## src/logic/dsc_defs.vh

```
// dsc_defs.vh: shared constants for the dual switch control logic
// assumes inclusion by bare name from the design files
`ifndef DSC_DEFS_VH
`define DSC_DEFS_VH
`define DSC_CMD_NONE 3'h0
`define DSC_CMD_DIAG 3'h1
`define DSC_CMD_OUTCFG 3'h2
`define DSC_CMD_IOCFG 3'h3
`define DSC_CMD_RESET 3'h4
`define DSC_CMD_SLEEP 3'h5
`define DSC_CMD_WAKE 3'h6
`define DSC_CMD_ONOFF 3'h7
`define DSC_SRC_PAR 2'h0
`define DSC_SRC_OR 2'h1
`define DSC_SRC_AND 2'h2
`define DSC_SRC_SER 2'h3
`define DSC_PIN_FAULT 2'h0
`define DSC_OUTCFG_RST 5'h00
`define DSC_IOCFG_RST 5'h00
`define DSC_FRAME_BITS 4'h8
`define DSC_SYNC_RST 12'h200
`define DSC_CLK_MHZ 125
`define DSC_TFAULT_US 200
`define DSC_TOFF_US 50
`define DSC_TWAKE_US 100
`endif

```

## src/logic/dsc_filter.v

```verilog
// dsc_filter.v: per-channel persistence timer for overload filtering
// assumes run_i is synchronous to clk_sys_i
`timescale 1ns/1ps
module dsc_filter #(
  parameter WIDTH = 16,
  parameter LIMIT = 25000
) (
  input wire clk_sys_i,
  input wire rst_b_i,
  input wire run_i,
  output reg hit_o
);
  reg [WIDTH-1:0] count;
  always @(posedge clk_sys_i) begin
    if (!rst_b_i || !run_i) begin
      count <= {WIDTH{1'b0}};
      hit_o <= 1'b0;
    end else if (count == LIMIT[WIDTH-1:0] - 1'b1) begin
      hit_o <= 1'b1;
    end else begin
      count <= count + 1'b1;
    end
  end
endmodule

```

## src/logic/dsc_top.v

```verilog
// dsc_top.v: control and protection logic of a two-channel low-side switch
// assumes a serial master on cs/sclk/si; sensors are async level inputs
// Notes on behaviour
// - each channel follows parallel pin, serial bit, or their combination
// - parallel pins and serial bits are active high
// - OR mode on if either high; AND mode on if both high
// - one output latch per channel, set by its serial data bit
// - per-channel slew select, fast or slow in ratio one to five
// - overtemperature turns channel off at once and flags diagnosis
// - autorestart turns channel back on after cooling while input requests on
// - latching mode holds channel off until input rising edge
// - channel overtemperature sensor evaluated only while channel on
// - die overtemperature raises a separate warning flag
// - sleep turns outputs off and clears diagnosis and on/off register
// - wake command starts delay; full function after wake delay
// - configuration registers survive sleep and wake
// - after wake outputs stay off unless parallel controlled
// - limit 1 limits current; persistent limiting longer than filter is stored
// - limit 2 turns channel off after delay; cleared by input rising edge
// - overload mode may change while channel runs
// - fault pin low while diagnosis holds an error, high when cleared
// - status 1 copies input 1, inverted when channel 1 has error
// - second pin is serial out or status 2, likewise inverted on error
// - second pin defaults to status 2 until i/o configure sets it
// - four-pin serial port, active-low select, eight-bit shift register
// - sample on falling sclk, shift out on rising sclk, msb first
// - source field 00 par, 01 or, 10 and, 11 serial only
// - overload bit zero selects limit 2, one selects limit 1
// - in sleep every command except wake is ignored
`timescale 1ns/1ps
`include "dsc_defs.vh"
module dsc_top #(
  parameter FAULT_CYC = `DSC_TFAULT_US * `DSC_CLK_MHZ,
  parameter TOFF_CYC = `DSC_TOFF_US * `DSC_CLK_MHZ,
  parameter WAKE_CYC = `DSC_TWAKE_US * `DSC_CLK_MHZ
) (
  input wire clk_sys_i,
  input wire rst_b_i,
  input wire parallel_input_ch1_i,
  input wire parallel_input_ch2_i,
  input wire spi_cs_b_i,
  input wire spi_sclk_i,
  input wire spi_si_i,
  input wire [1:0] chan_overtemp_i,
  input wire [1:0] chan_limiting_i,
  input wire die_overtemp_i,
  input wire [1:0] open_load_i,
  output reg [1:0] chan_on_o,
  output reg [1:0] slow_slew_o,
  output reg [1:0] limit1_sel_o,
  output reg [1:0] sense_sel_o,
  output reg sense_enable_o,
  output reg bias_enable_o,
  output reg overtemp_warn_o,
  output reg sense_fault_status1_pin_o,
  output reg sense_fault_status1_pin_oe_o,
  output reg serial_out_or_status2_pin_o,
  output reg serial_out_or_status2_pin_oe_o,
  output reg sleeping_o
);
  localparam ST_RUN = 2'h0;
  localparam ST_SLEEP = 2'h1;
  localparam ST_WAKE = 2'h2;

  // two-flop synchronisers for every asynchronous input
  wire [11:0] async_in = {parallel_input_ch1_i, parallel_input_ch2_i,
    spi_cs_b_i, spi_sclk_i, spi_si_i, chan_overtemp_i, chan_limiting_i,
    die_overtemp_i, open_load_i};
  reg [11:0] sync_a;
  reg [11:0] sync_b;
  always @(posedge clk_sys_i) begin
    if (!rst_b_i) begin
      // select resets to its idle high level, so no false edge after reset
      sync_a <= `DSC_SYNC_RST;
      sync_b <= `DSC_SYNC_RST;
    end else begin
      sync_a <= async_in;
      sync_b <= sync_a;
    end
  end
  wire [1:0] par_in = {sync_b[10], sync_b[11]};
  wire cs_b = sync_b[9];
  wire sclk = sync_b[8];
  wire si = sync_b[7];
  wire [1:0] ot_in = sync_b[6:5];
  wire [1:0] lim_in = sync_b[4:3];
  wire die_ot = sync_b[2];
  wire [1:0] ol_in = sync_b[1:0];

  reg cs_d;
  reg sclk_d;
  always @(posedge clk_sys_i) begin
    if (!rst_b_i) begin
      cs_d <= 1'b1;
      sclk_d <= 1'b0;
    end else begin
      cs_d <= cs_b;
      sclk_d <= sclk;
    end
  end
  wire cs_fall = cs_d && !cs_b;
  wire cs_rise = !cs_d && cs_b;
  wire sclk_fall = !cs_b && sclk_d && !sclk;
  wire sclk_rise = !cs_b && !sclk_d && sclk;

  // configuration: outcfg {ilim2, ilim1, latch, slew2, slew1}
  reg [4:0] outcfg;
  // iocfg {spi_sel, src[1:0], pinfn[1:0]}
  reg [4:0] iocfg;
  reg [1:0] ser_on;
  reg [1:0] state;
  reg [7:0] shift_in;
  reg [7:0] shift_out;
  reg [3:0] bit_cnt;
  reg [1:0] ot_latch;
  reg [1:0] ol_latch;
  reg [1:0] lim1_flt;
  reg [1:0] ol_flt;
  reg [1:0] ctl_d;
  reg warn;
  reg [31:0] wake_cnt;

  wire [1:0] src = iocfg[3:2];
  wire latch_mode = outcfg[2];
  wire [1:0] ilim = outcfg[4:3];
  wire spi_sel = iocfg[4];
  wire active = (state == ST_RUN);

  // effective control request per channel
  reg [1:0] ctl;
  always @* begin
    case (src)
      `DSC_SRC_PAR: ctl = par_in;
      `DSC_SRC_OR: ctl = par_in | ser_on;
      `DSC_SRC_AND: ctl = par_in & ser_on;
      default: ctl = ser_on;
    endcase
  end
  wire [1:0] ctl_rise = ctl & ~ctl_d;

  wire [1:0] lim1_hit;
  wire [1:0] off_hit;
  genvar g;
  generate
    for (g = 0; g < 2; g = g + 1) begin : g_ch
      // limit 1 filter counts only while limiting in limit 1 mode
      dsc_filter #(.WIDTH(32), .LIMIT(FAULT_CYC)) u_flt1 (
        .clk_sys_i(clk_sys_i),
        .rst_b_i(rst_b_i),
        .run_i(chan_on_o[g] && lim_in[g] && ilim[g]),
        .hit_o(lim1_hit[g])
      );
      // limit 2 switch-off delay; mode bit read live so change applies
      dsc_filter #(.WIDTH(32), .LIMIT(TOFF_CYC)) u_flt2 (
        .clk_sys_i(clk_sys_i),
        .rst_b_i(rst_b_i),
        .run_i(chan_on_o[g] && lim_in[g] && !ilim[g]),
        .hit_o(off_hit[g])
      );
    end
  endgenerate

  wire [7:0] cmd = shift_in;
  wire frame_ok = cs_rise && (bit_cnt == `DSC_FRAME_BITS);
  wire take = frame_ok && (active || cmd[7:5] == `DSC_CMD_WAKE);
  wire valid_cmd = take && (cmd[7:5] != `DSC_CMD_NONE);
  wire do_reset = take && active && cmd[7:5] == `DSC_CMD_RESET;
  wire do_sleep = take && active && cmd[7:5] == `DSC_CMD_SLEEP;
  wire clr_diag = valid_cmd && active;
  wire [7:0] diag = {warn, 1'b0, ol_in, ot_latch, ol_flt | lim1_flt};
  wire [1:0] ch_err = ot_latch | ol_flt | lim1_flt;

  // serial port and command decode
  always @(posedge clk_sys_i) begin
    if (!rst_b_i) begin
      shift_in <= 8'h00;
      shift_out <= 8'h00;
      bit_cnt <= 4'h0;
      outcfg <= `DSC_OUTCFG_RST;
      iocfg <= `DSC_IOCFG_RST;
      ser_on <= 2'h0;
      state <= ST_RUN;
      wake_cnt <= 32'h0;
    end else begin
      if (cs_fall) begin
        // no diagnosis load while asleep
        shift_out <= active ? diag : 8'h00;
        bit_cnt <= 4'h0;
      end else if (sclk_fall && bit_cnt != `DSC_FRAME_BITS) begin
        shift_in <= {shift_in[6:0], si};
        bit_cnt <= bit_cnt + 4'h1;
      end else if (sclk_rise && bit_cnt != 4'h0) begin
        // first rising edge keeps the msb loaded at select fall
        shift_out <= {shift_out[6:0], 1'b0};
      end
      if (take && active) begin
        case (cmd[7:5])
          `DSC_CMD_OUTCFG: outcfg <= cmd[4:0];
          `DSC_CMD_IOCFG: iocfg <= cmd[4:0];
          `DSC_CMD_RESET: begin
            outcfg <= `DSC_OUTCFG_RST;
            iocfg <= `DSC_IOCFG_RST;
            ser_on <= 2'h0;
          end
          `DSC_CMD_ONOFF: ser_on <= {cmd[4], cmd[3]};
          default: ser_on <= ser_on;
        endcase
      end
      case (state)
        ST_RUN: if (do_sleep) begin
          state <= ST_SLEEP;
          ser_on <= 2'h0;
        end
        ST_SLEEP: if (take) begin
          state <= ST_WAKE;
          wake_cnt <= 32'h0;
        end
        ST_WAKE: begin
          if (wake_cnt == WAKE_CYC - 1)
            state <= ST_RUN;
          else
            wake_cnt <= wake_cnt + 32'h1;
        end
        default: state <= ST_RUN;
      endcase
    end
  end

  // protection latches; a new fault wins over a diagnosis clear, but a reset command clears the per-channel latches regardless
  integer i;
  always @(posedge clk_sys_i) begin
    if (!rst_b_i) begin
      ot_latch <= 2'h0;
      ol_latch <= 2'h0;
      lim1_flt <= 2'h0;
      ol_flt <= 2'h0;
      warn <= 1'b0;
      ctl_d <= 2'h0;
    end else begin
      ctl_d <= ctl;
      for (i = 0; i < 2; i = i + 1) begin
        if (!active || do_reset) begin
          ot_latch[i] <= 1'b0;
          ol_latch[i] <= 1'b0;
          lim1_flt[i] <= 1'b0;
          ol_flt[i] <= 1'b0;
        end else begin
          if (chan_on_o[i] && ot_in[i])
            ot_latch[i] <= 1'b1;
          else if (!latch_mode && !ot_in[i])
            ot_latch[i] <= 1'b0;
          else if (latch_mode && ctl_rise[i])
            ot_latch[i] <= 1'b0;
          if (off_hit[i])
            ol_latch[i] <= 1'b1;
          else if (ctl_rise[i])
            ol_latch[i] <= 1'b0;
          // reported copy clears on any valid command other than none; the off latch on a control rising edge, the reset command or outside run state
          if (off_hit[i])
            ol_flt[i] <= 1'b1;
          else if (clr_diag)
            ol_flt[i] <= 1'b0;
          if (lim1_hit[i])
            lim1_flt[i] <= 1'b1;
          else if (clr_diag)
            lim1_flt[i] <= 1'b0;
        end
      end
      if (die_ot && active)
        warn <= 1'b1;
      else if (clr_diag || !active)
        warn <= 1'b0;
    end
  end

  // outputs, all registered
  always @(posedge clk_sys_i) begin
    if (!rst_b_i) begin
      chan_on_o <= 2'h0;
      slow_slew_o <= 2'h0;
      limit1_sel_o <= 2'h0;
      sense_sel_o <= 2'h0;
      sense_enable_o <= 1'b0;
      bias_enable_o <= 1'b1;
      overtemp_warn_o <= 1'b0;
      sense_fault_status1_pin_o <= 1'b0;
      sense_fault_status1_pin_oe_o <= 1'b0;
      serial_out_or_status2_pin_o <= 1'b0;
      serial_out_or_status2_pin_oe_o <= 1'b0;
      sleeping_o <= 1'b0;
    end else begin
      // ot/overload latches force off; wake keeps serial bits cleared
      chan_on_o <= active ? (ctl & ~ot_latch & ~ol_latch) : 2'h0;
      slow_slew_o <= outcfg[1:0];
      limit1_sel_o <= ilim;
      sense_sel_o <= iocfg[1:0];
      sense_enable_o <= active && spi_sel && iocfg[1:0] != `DSC_PIN_FAULT;
      bias_enable_o <= (state != ST_SLEEP);
      overtemp_warn_o <= warn;
      sleeping_o <= (state == ST_SLEEP);
      // open drain: enable pulls low, pin value is always low
      sense_fault_status1_pin_o <= 1'b0;
      if (spi_sel)
        sense_fault_status1_pin_oe_o <= iocfg[1:0] == `DSC_PIN_FAULT &&
          (|ch_err || warn);
      else
        sense_fault_status1_pin_oe_o <= !(par_in[0] ^ ch_err[0]);
      if (spi_sel) begin
        // push-pull serial out, released while select is high
        serial_out_or_status2_pin_o <= shift_out[7];
        serial_out_or_status2_pin_oe_o <= !cs_b;
      end else begin
        serial_out_or_status2_pin_o <= 1'b0;
        serial_out_or_status2_pin_oe_o <= !(par_in[1] ^ ch_err[1]);
      end
    end
  end
endmodule

```

## config.mk

```make
export PLATFORM = sky130hd
export DESIGN_NAME = dsc_top
export DESIGN_NICKNAME = d
export VERILOG_FILES = /design/src/logic/dsc_filter.v /design/src/logic/dsc_top.v
export VERILOG_INCLUDE_DIRS = /design/src /design/src/logic
export SDC_FILE = /design/constraint.sdc
export NUM_CORES = 1
export LEC_CHECK = 0
export BUFFER_PORTS_ARGS = -buffer_cell sky130_fd_sc_hd__buf_4
export CORE_MARGIN = 1
export CORE_UTILIZATION = 40
export CTS_BUF_LIST = sky130_fd_sc_hd__clkbuf_2
export DETAILED_ROUTE_END_ITERATION = 7
export GPL_TIMING_DRIVEN = 0
export SLEW_MARGIN = 5
export SYNTH_ARGS = -nofsm -noshare
export SYNTH_HDL_FRONTEND = slang
export SYNTH_SLANG_ARGS = --single-unit
```

## constraint.sdc

```tcl
create_clock -name clk_sys_i -period 2.7 [get_ports clk_sys_i]
set_input_delay 0.405 -clock clk_sys_i [delete_from_list [all_inputs] [get_ports clk_sys_i]]
set_output_delay 0.405 -clock clk_sys_i [all_outputs]
set_load 0.005 [all_outputs]
```

Yosys cells after proc, flatten, opt, wreduce, memory -nomap -nowiden
Index checks and enable logic that the tools add are counted.

Add/sub/neg operators: 6. Bitwise gates (word level): 15. Mux-type cells: 37. Reduce and logical (&&, ||, !) cells: 86. Equality and inequality tests: 23.

Operator list (number): 32-bit by 1-bit adder with 32-bit output, second input constant (5); 32-bit by 13-bit equality test with 1-bit output, second input constant (2); 32-bit by 15-bit equality test with 1-bit output, second input constant (2); 32-bit 2-to-1 mux (2); 32-bit one-hot mux with 2 select lines (1); 32-bit by 14-bit equality test with 1-bit output, second input constant (1); 8-bit 2-to-1 mux (4); 1-bit logical AND (31); 2-bit nonzero test (12); 5-bit one-hot mux with 2 select lines (2); 1-bit 2-to-1 mux (19); 1-bit zero test (17); 3-bit equality test, second input constant (4); 2-bit 2-to-1 mux (6); 2-bit one-hot mux with 3 select lines (2); 2-bit AND reduction (6); 3-bit nonzero test (3); 2-bit AND (4); 1-bit logical OR (8); 2-bit != test, second input constant (4); 2-bit OR (4); 3-bit by 2-bit equality test with 1-bit output, second input constant (2); 2-bit zero test (3); 2-bit NOT (3); 12 further kinds (20).

Input bits: 14. Flip-flop bits (word level): 250. Output and inout bits: 16.

Longest topological paths before layout
Word-level depth: 9. Gate-level depth with buffers: 9. Depth with buffers taken out: 7.

Cells and area by module
A second synthesis with hierarchy kept.

Cells, all modules: 1300. Area, all modules: 11392.2 um2.

Modules (own cells, without submodules): dsc_top (sequential area each 2362.3 um2, cells an instance 562, instances 1, area an instance 5013.6 um2); dsc_filter (g_ch[0].u_flt2 ...) (sequential area each 660.6 um2, cells an instance 194, instances 2, area an instance 1660.3 um2); dsc_filter (g_ch[0].u_flt1 ...) (sequential area each 660.6 um2, cells an instance 175, instances 2, area an instance 1529.0 um2).

Least setup slack after synthesis
OpenSTA, ideal clock, no wires.

Kind: flip-flop to flip-flop. From: register bit_cnt[0]. To: register wake_cnt[9]. Setup time: 0.122 ns. Buffers on the path: 2. Required time: 2.578 ns. Arrival: 1.860 ns. Clock period less this slack: 1.982 ns. Slack: 0.718 ns. Cell stages (with the launch flop): 10. Cells stage by stage: dfxtp_1 > inv_1 > ha_1 > and3b_1 > nand4_2 > and2_1 > buf_2 > and2_1 > buf_2 > a221o_1.

Longest elaborated chain between the ends: 5.

RTL lines: start: declaration (line dsc_top.v:114) `reg [3:0] bit_cnt;`; start signal: assignment (line dsc_top.v:191) `bit_cnt <= bit_cnt + 4'h1;`; 4-bit equality test (no line); 1-bit logical AND (line dsc_top.v:164) `` wire frame_ok = cs_rise && (bit_cnt == `DSC_FRAME_BITS); ``; 1-bit logical AND (line dsc_top.v:165) `` wire take = frame_ok && (active || cmd[7:5] == `DSC_CMD_WAKE); ``; 2-bit != test (no line); 3-bit AND reduction (no line); end signal: assignment (line dsc_top.v:222) `wake_cnt <= wake_cnt + 32'h1;`; end: declaration (line dsc_top.v:121) `reg [31:0] wake_cnt;`.

Every way passes these cells. A chain may end at the register's enable or synchronous reset.

Worst setup path after layout
From: register wake_cnt[0]. To: register wake_cnt[30].

Longest elaborated chain between the ends: 3.

RTL lines (line): 32-bit by 1-bit adder with 32-bit output or 32-bit by 14-bit equality test with 1-bit output (tied branches) (dsc_top.v:222, dsc_top.v:219); 32-bit 2-to-1 mux or 2-bit != test (tied branches); 32-bit one-hot mux with 2 select lines or 3-bit AND reduction (tied branches).

Parallel ways exist; a longest one is shown, timed or not. The select of a mux whose other input is x is not followed.

==> results by group <==
Outcome
  – Status: finished, final reports clean

Final layout
  – Final Non-Filler Cells: 1748
  – Fill count: 2761
  – Layout Nets: 1385
  – Share of cells above drive strength 1: 0.122
  – Final Util: 0.458
  – Area Overhead vs Synth: 12.6%
  – Design Area, Final: 0.0123 mm²

Logic synthesis
  – FFs w/ async S/R, synth: 0
  – Post-Synthesis Cells: 1251
  – Main synth FF type: dfxtp_1
  – Post-synth cell types: 72
  – Yosys warnings: 0
  – Yosys reg bits: 250
  – Cell taking the most area after synthesis: dfxtp_1
  – Avg Inst Size Synth: 8.75 µm²
  – Top cells by count, synth: 250 x dfxtp_1, 164 x nor2_1, 85 x nand2_1
  – Post-synthesis sequential area ratio: 0.457
  – Syn_nets: 1274
  – EDFF count, synth: 0
  – Main area contributors after synthesis: dfxtp_1 46%, nor2_1 5.6%, xor2_1 5.1%
  – Count leader, synth: dfxtp_1
  – Top-area cell type share of the netlist area: 0.457
  – Post-Syn Area: 0.0109 mm²

Clock tree
  – Clk slew on worst S/H paths: 100 ps
  – CTS tree: done
  – Clock buffer depth: 3
  – Clock sinks: 250
  – H-tree level count: 3
  – Post-CTS setup buffers: 0
  – Clock Latency Late Sink: 820 ps
  – Clock buffer count from CTS: 69
  – Root Driver: clkbuf_2

Route
  – Post-route ant nets: 0
  – Initial DRC count: 629
  – Via Count: 9271
  – DRC Markers: 0
  – Post-Route WL: 25200 µm
  – Drt pass-1 iters: 5
  – Wirelength per Cell: 14.4 µm
  – Vias per cell: 5.30

Timing
  – Setup tns final: 0 ps
  – RSZ-0062 raised after global routing: no
  – Final Hold Slack: 376 ps
  – Fmax: 402 MHz
  – Tightest Pin Transition: 1140 ps
  – Final hold vios: 0
  – Worst Clk Skew: 74.2 ps
  – Crit share post-route: 0.922
  – Final setup viols: 0
  – Slew headroom: 0.229
  – Final number of max-transition violations: 0
  – Tmin final: 2490 ps

Setup path
  – Largest stage delay, worst path: 440 ps
  – Cell Chain, Critical Path: ha_1 > nor4b_1 > nand4_1 > o21a_1 > clkbuf_1 > clkbuf_2 > a32oi_1 > o21ai_0
  – End of the critical path: wake_cnt[30]$_SDFFE_PN0P_
  – Critical Path End Type: register
  – Critical Path Start Type: register
  – Critical Path RT: 3320 ps
  – Maximum fanout along the worst path: 10
  – Worst setup path category: reg2reg
  – R2r setup slk: 210 ps
  – R2R cell count: 8
  – Arr. time, crit path: 3110 ps
  – Critical path's slowest cell: dfxtp_1
  – CP startpoint: wake_cnt[0]$_SDFFE_PN0P_
  – Reg-to-reg startpoint: wake_cnt[0]$_SDFFE_PN0P_
  – Worst r2r dst: wake_cnt[30]$_SDFFE_PN0P_

Power and ir drop
  – PD cells: 531 mW/mm²
  – Psw: 0.00163 W
  – VDD IR max: 0.000259 V
  – Flop pwr share: 0.570
  – Internal: 0.00491 W
  – Comb pwr share: 0.019
  – Switching part of the total: 0.249
  – Clock power share: 0.412
  – Leakage: 4.24 nW

Placement
  – DPL Wire Length: 17000 µm
  – Post-DP Area: 0.0116 mm²
  – GPL Wtd Cong: 0.839
  – Placed Cells: 1619
  – Port bufs: 27

Die
  – DIE AREA: 0.0280 mm²
  – Width of the die: 167 µm
  – Initial cell density of the core: 0.407
  – Die height: 167 µm
  – Site Rows: 60
  – IO Pins: 30
  – Core Region: 0.0269 mm²

Global routing
  – Met3 usage: 0.0444
  – Largest net degree at the start of global routing: 11
  – Gr busiest metal: met2
  – Grt met2 use: 0.272
  – First-pass GRT wire length: 42500 µm
  – GRT Overall Usage: 0.182
  – Initial antenna violation count: 1
  – GR Overflow Total: 0
  – Vias in the first global route: 8801
  – GRT met1 Usage: 0.252

Flow run
  – Max Cap Viol: 0

Hold path
  – Worst Hold Class: in2reg
## per-layer routing
layer | vias to the layer above | share of wire
li1 | 4710 | -
met4 | 0 | 0.024
met1 | 4314 | 0.51
met5 | - | 0
met2 | 191 | 0.42
met3 | 56 | 0.045
## metrics by stage
| stage | setup slack [ps] | power (W) |
|---|---|---|
| after CTS | 167 | 0.00666 |
| after global routing | 26.3 | 0.00685 |
| final | 211 | 0.00654 |
| after detailed placement | 52.2 | 0.00392 |
| after global placement | 93.4 | 0.00392 |
| after floorplan | 718 | 0.00386 |
## how the worst min path moves through the flow
stage,endpoint,cells past startpoint,slack (ps),start
finish,sync_a[4]$_SDFF_PN0_,3,380,chan_limiting_i[1]
global route,sync_a[4]$_SDFF_PN0_,3,260,chan_limiting_i[1]
CTS,sync_a[4]$_SDFF_PN0_,3,260,chan_limiting_i[1]
detailed placement,sync_b[9]$_SDFF_PN1_,1,400,sync_a[9]$_SDFF_PN1_
global placement,sync_b[9]$_SDFF_PN1_,1,400,sync_a[9]$_SDFF_PN1_
floorplan,sync_b[9]$_SDFF_PN1_,1,390,sync_a[9]$_SDFF_PN1_
## sequential cells by signal, summed over array words and instances, names as in the netlist, 4 cells and up
register / cells
wake_cnt: 32
shift_out: 8
cmd: 8
bit_cnt: 4
sync_a: 12
iocfg: 5
g_ch.u_flt2.count: 64
outcfg: 5
sync_b: 12
g_ch.u_flt1.count: 64
## what timing repair did
item / 4_1_cts / 5_1_grt
endpoints found under the hold margin: 13 / 0
resized for setup: 0 / 3
endpoints found under the setup margin: 0 / 4
hold buffers: 13 / 0
## worst max-delay path: cells and delay by family, from the launching register on
| family | cells | cell delay, ps |
|---|---|---|
| compound gates | 3 | 560 |
| flops | 1 | 440 |
| simple gates | 2 | 460 |
| fa+ha+maj | 1 | 270 |
| buf+inv | 2 | 560 |
## area by class of cell
cell class                      instances  area, µm²  share of cell area
Clock buffer                           97        485              0.0394
Tap cell                              341        427              0.0346
Buffer                                 58        234              0.0190
Inverter                               30        113             0.00914
Sequential cell                       250       5000               0.406
Antenna cell                            1       2.50            0.000203
Timing Repair Buffer                   40        333              0.0270
Multi-Input combinational cell        913       5590               0.454
Clock inverter                         18        121             0.00986
## cells by family (layout without fill, tap and decap cells)
group           after synthesis  after routing  share of synthesized area
mux                          19             19                     0.0183
other cells                   1              2                   0.000343
simple gates                614            614                      0.300
fa+ha+maj                     9              9                     0.0103
buf+inv                      88            243                     0.0316
compound gates              157            157                     0.0911
xor+xnor                    113            113                     0.0905
flops                       250            250                      0.457
## power by group through the flow
stage / logic, W / registers, W / clock network, W
floorplan: 0.0000599 / 0.00380 / 0
global placement: 0.000107 / 0.00381 / 0
detailed placement: 0.000109 / 0.00381 / 0
CTS: 0.000123 / 0.00372 / 0.00281
global route: 0.000135 / 0.00373 / 0.00298
finish: 0.000121 / 0.00373 / 0.00269
## placed cells by master (no fill, tap or decap), drive strengths merged, types with 4 or more instances in the layout
| cell type | count |
|---|---|
| nand2 | 85 |
| clkinv | 15 |
| or3 | 18 |
| inv | 31 |
| nand3 | 70 |
| nor3 | 31 |
| a22oi | 16 |
| o21a | 4 |
| mux2 | 8 |
| nor2 | 164 |
| and2 | 45 |
| mux2i | 11 |
| and3 | 26 |
| nor2b | 5 |
| dfxtp | 250 |
| nand4 | 58 |
| nand4b | 6 |
| a22o | 5 |
| a41oi | 5 |
| nor4 | 45 |
| clkbuf | 144 |
| nor4b | 5 |
| o21ai | 35 |
| ha | 9 |
| and4 | 20 |
| nand2b | 9 |
| or4 | 11 |
| a31oi | 13 |
| dlygate4sd3 | 13 |
| a21oi | 50 |
| buf | 38 |
| xor2 | 64 |
| xnor2 | 49 |
| a211oi | 4 |
Note: power is estimated with default switching activity, not from simulation.
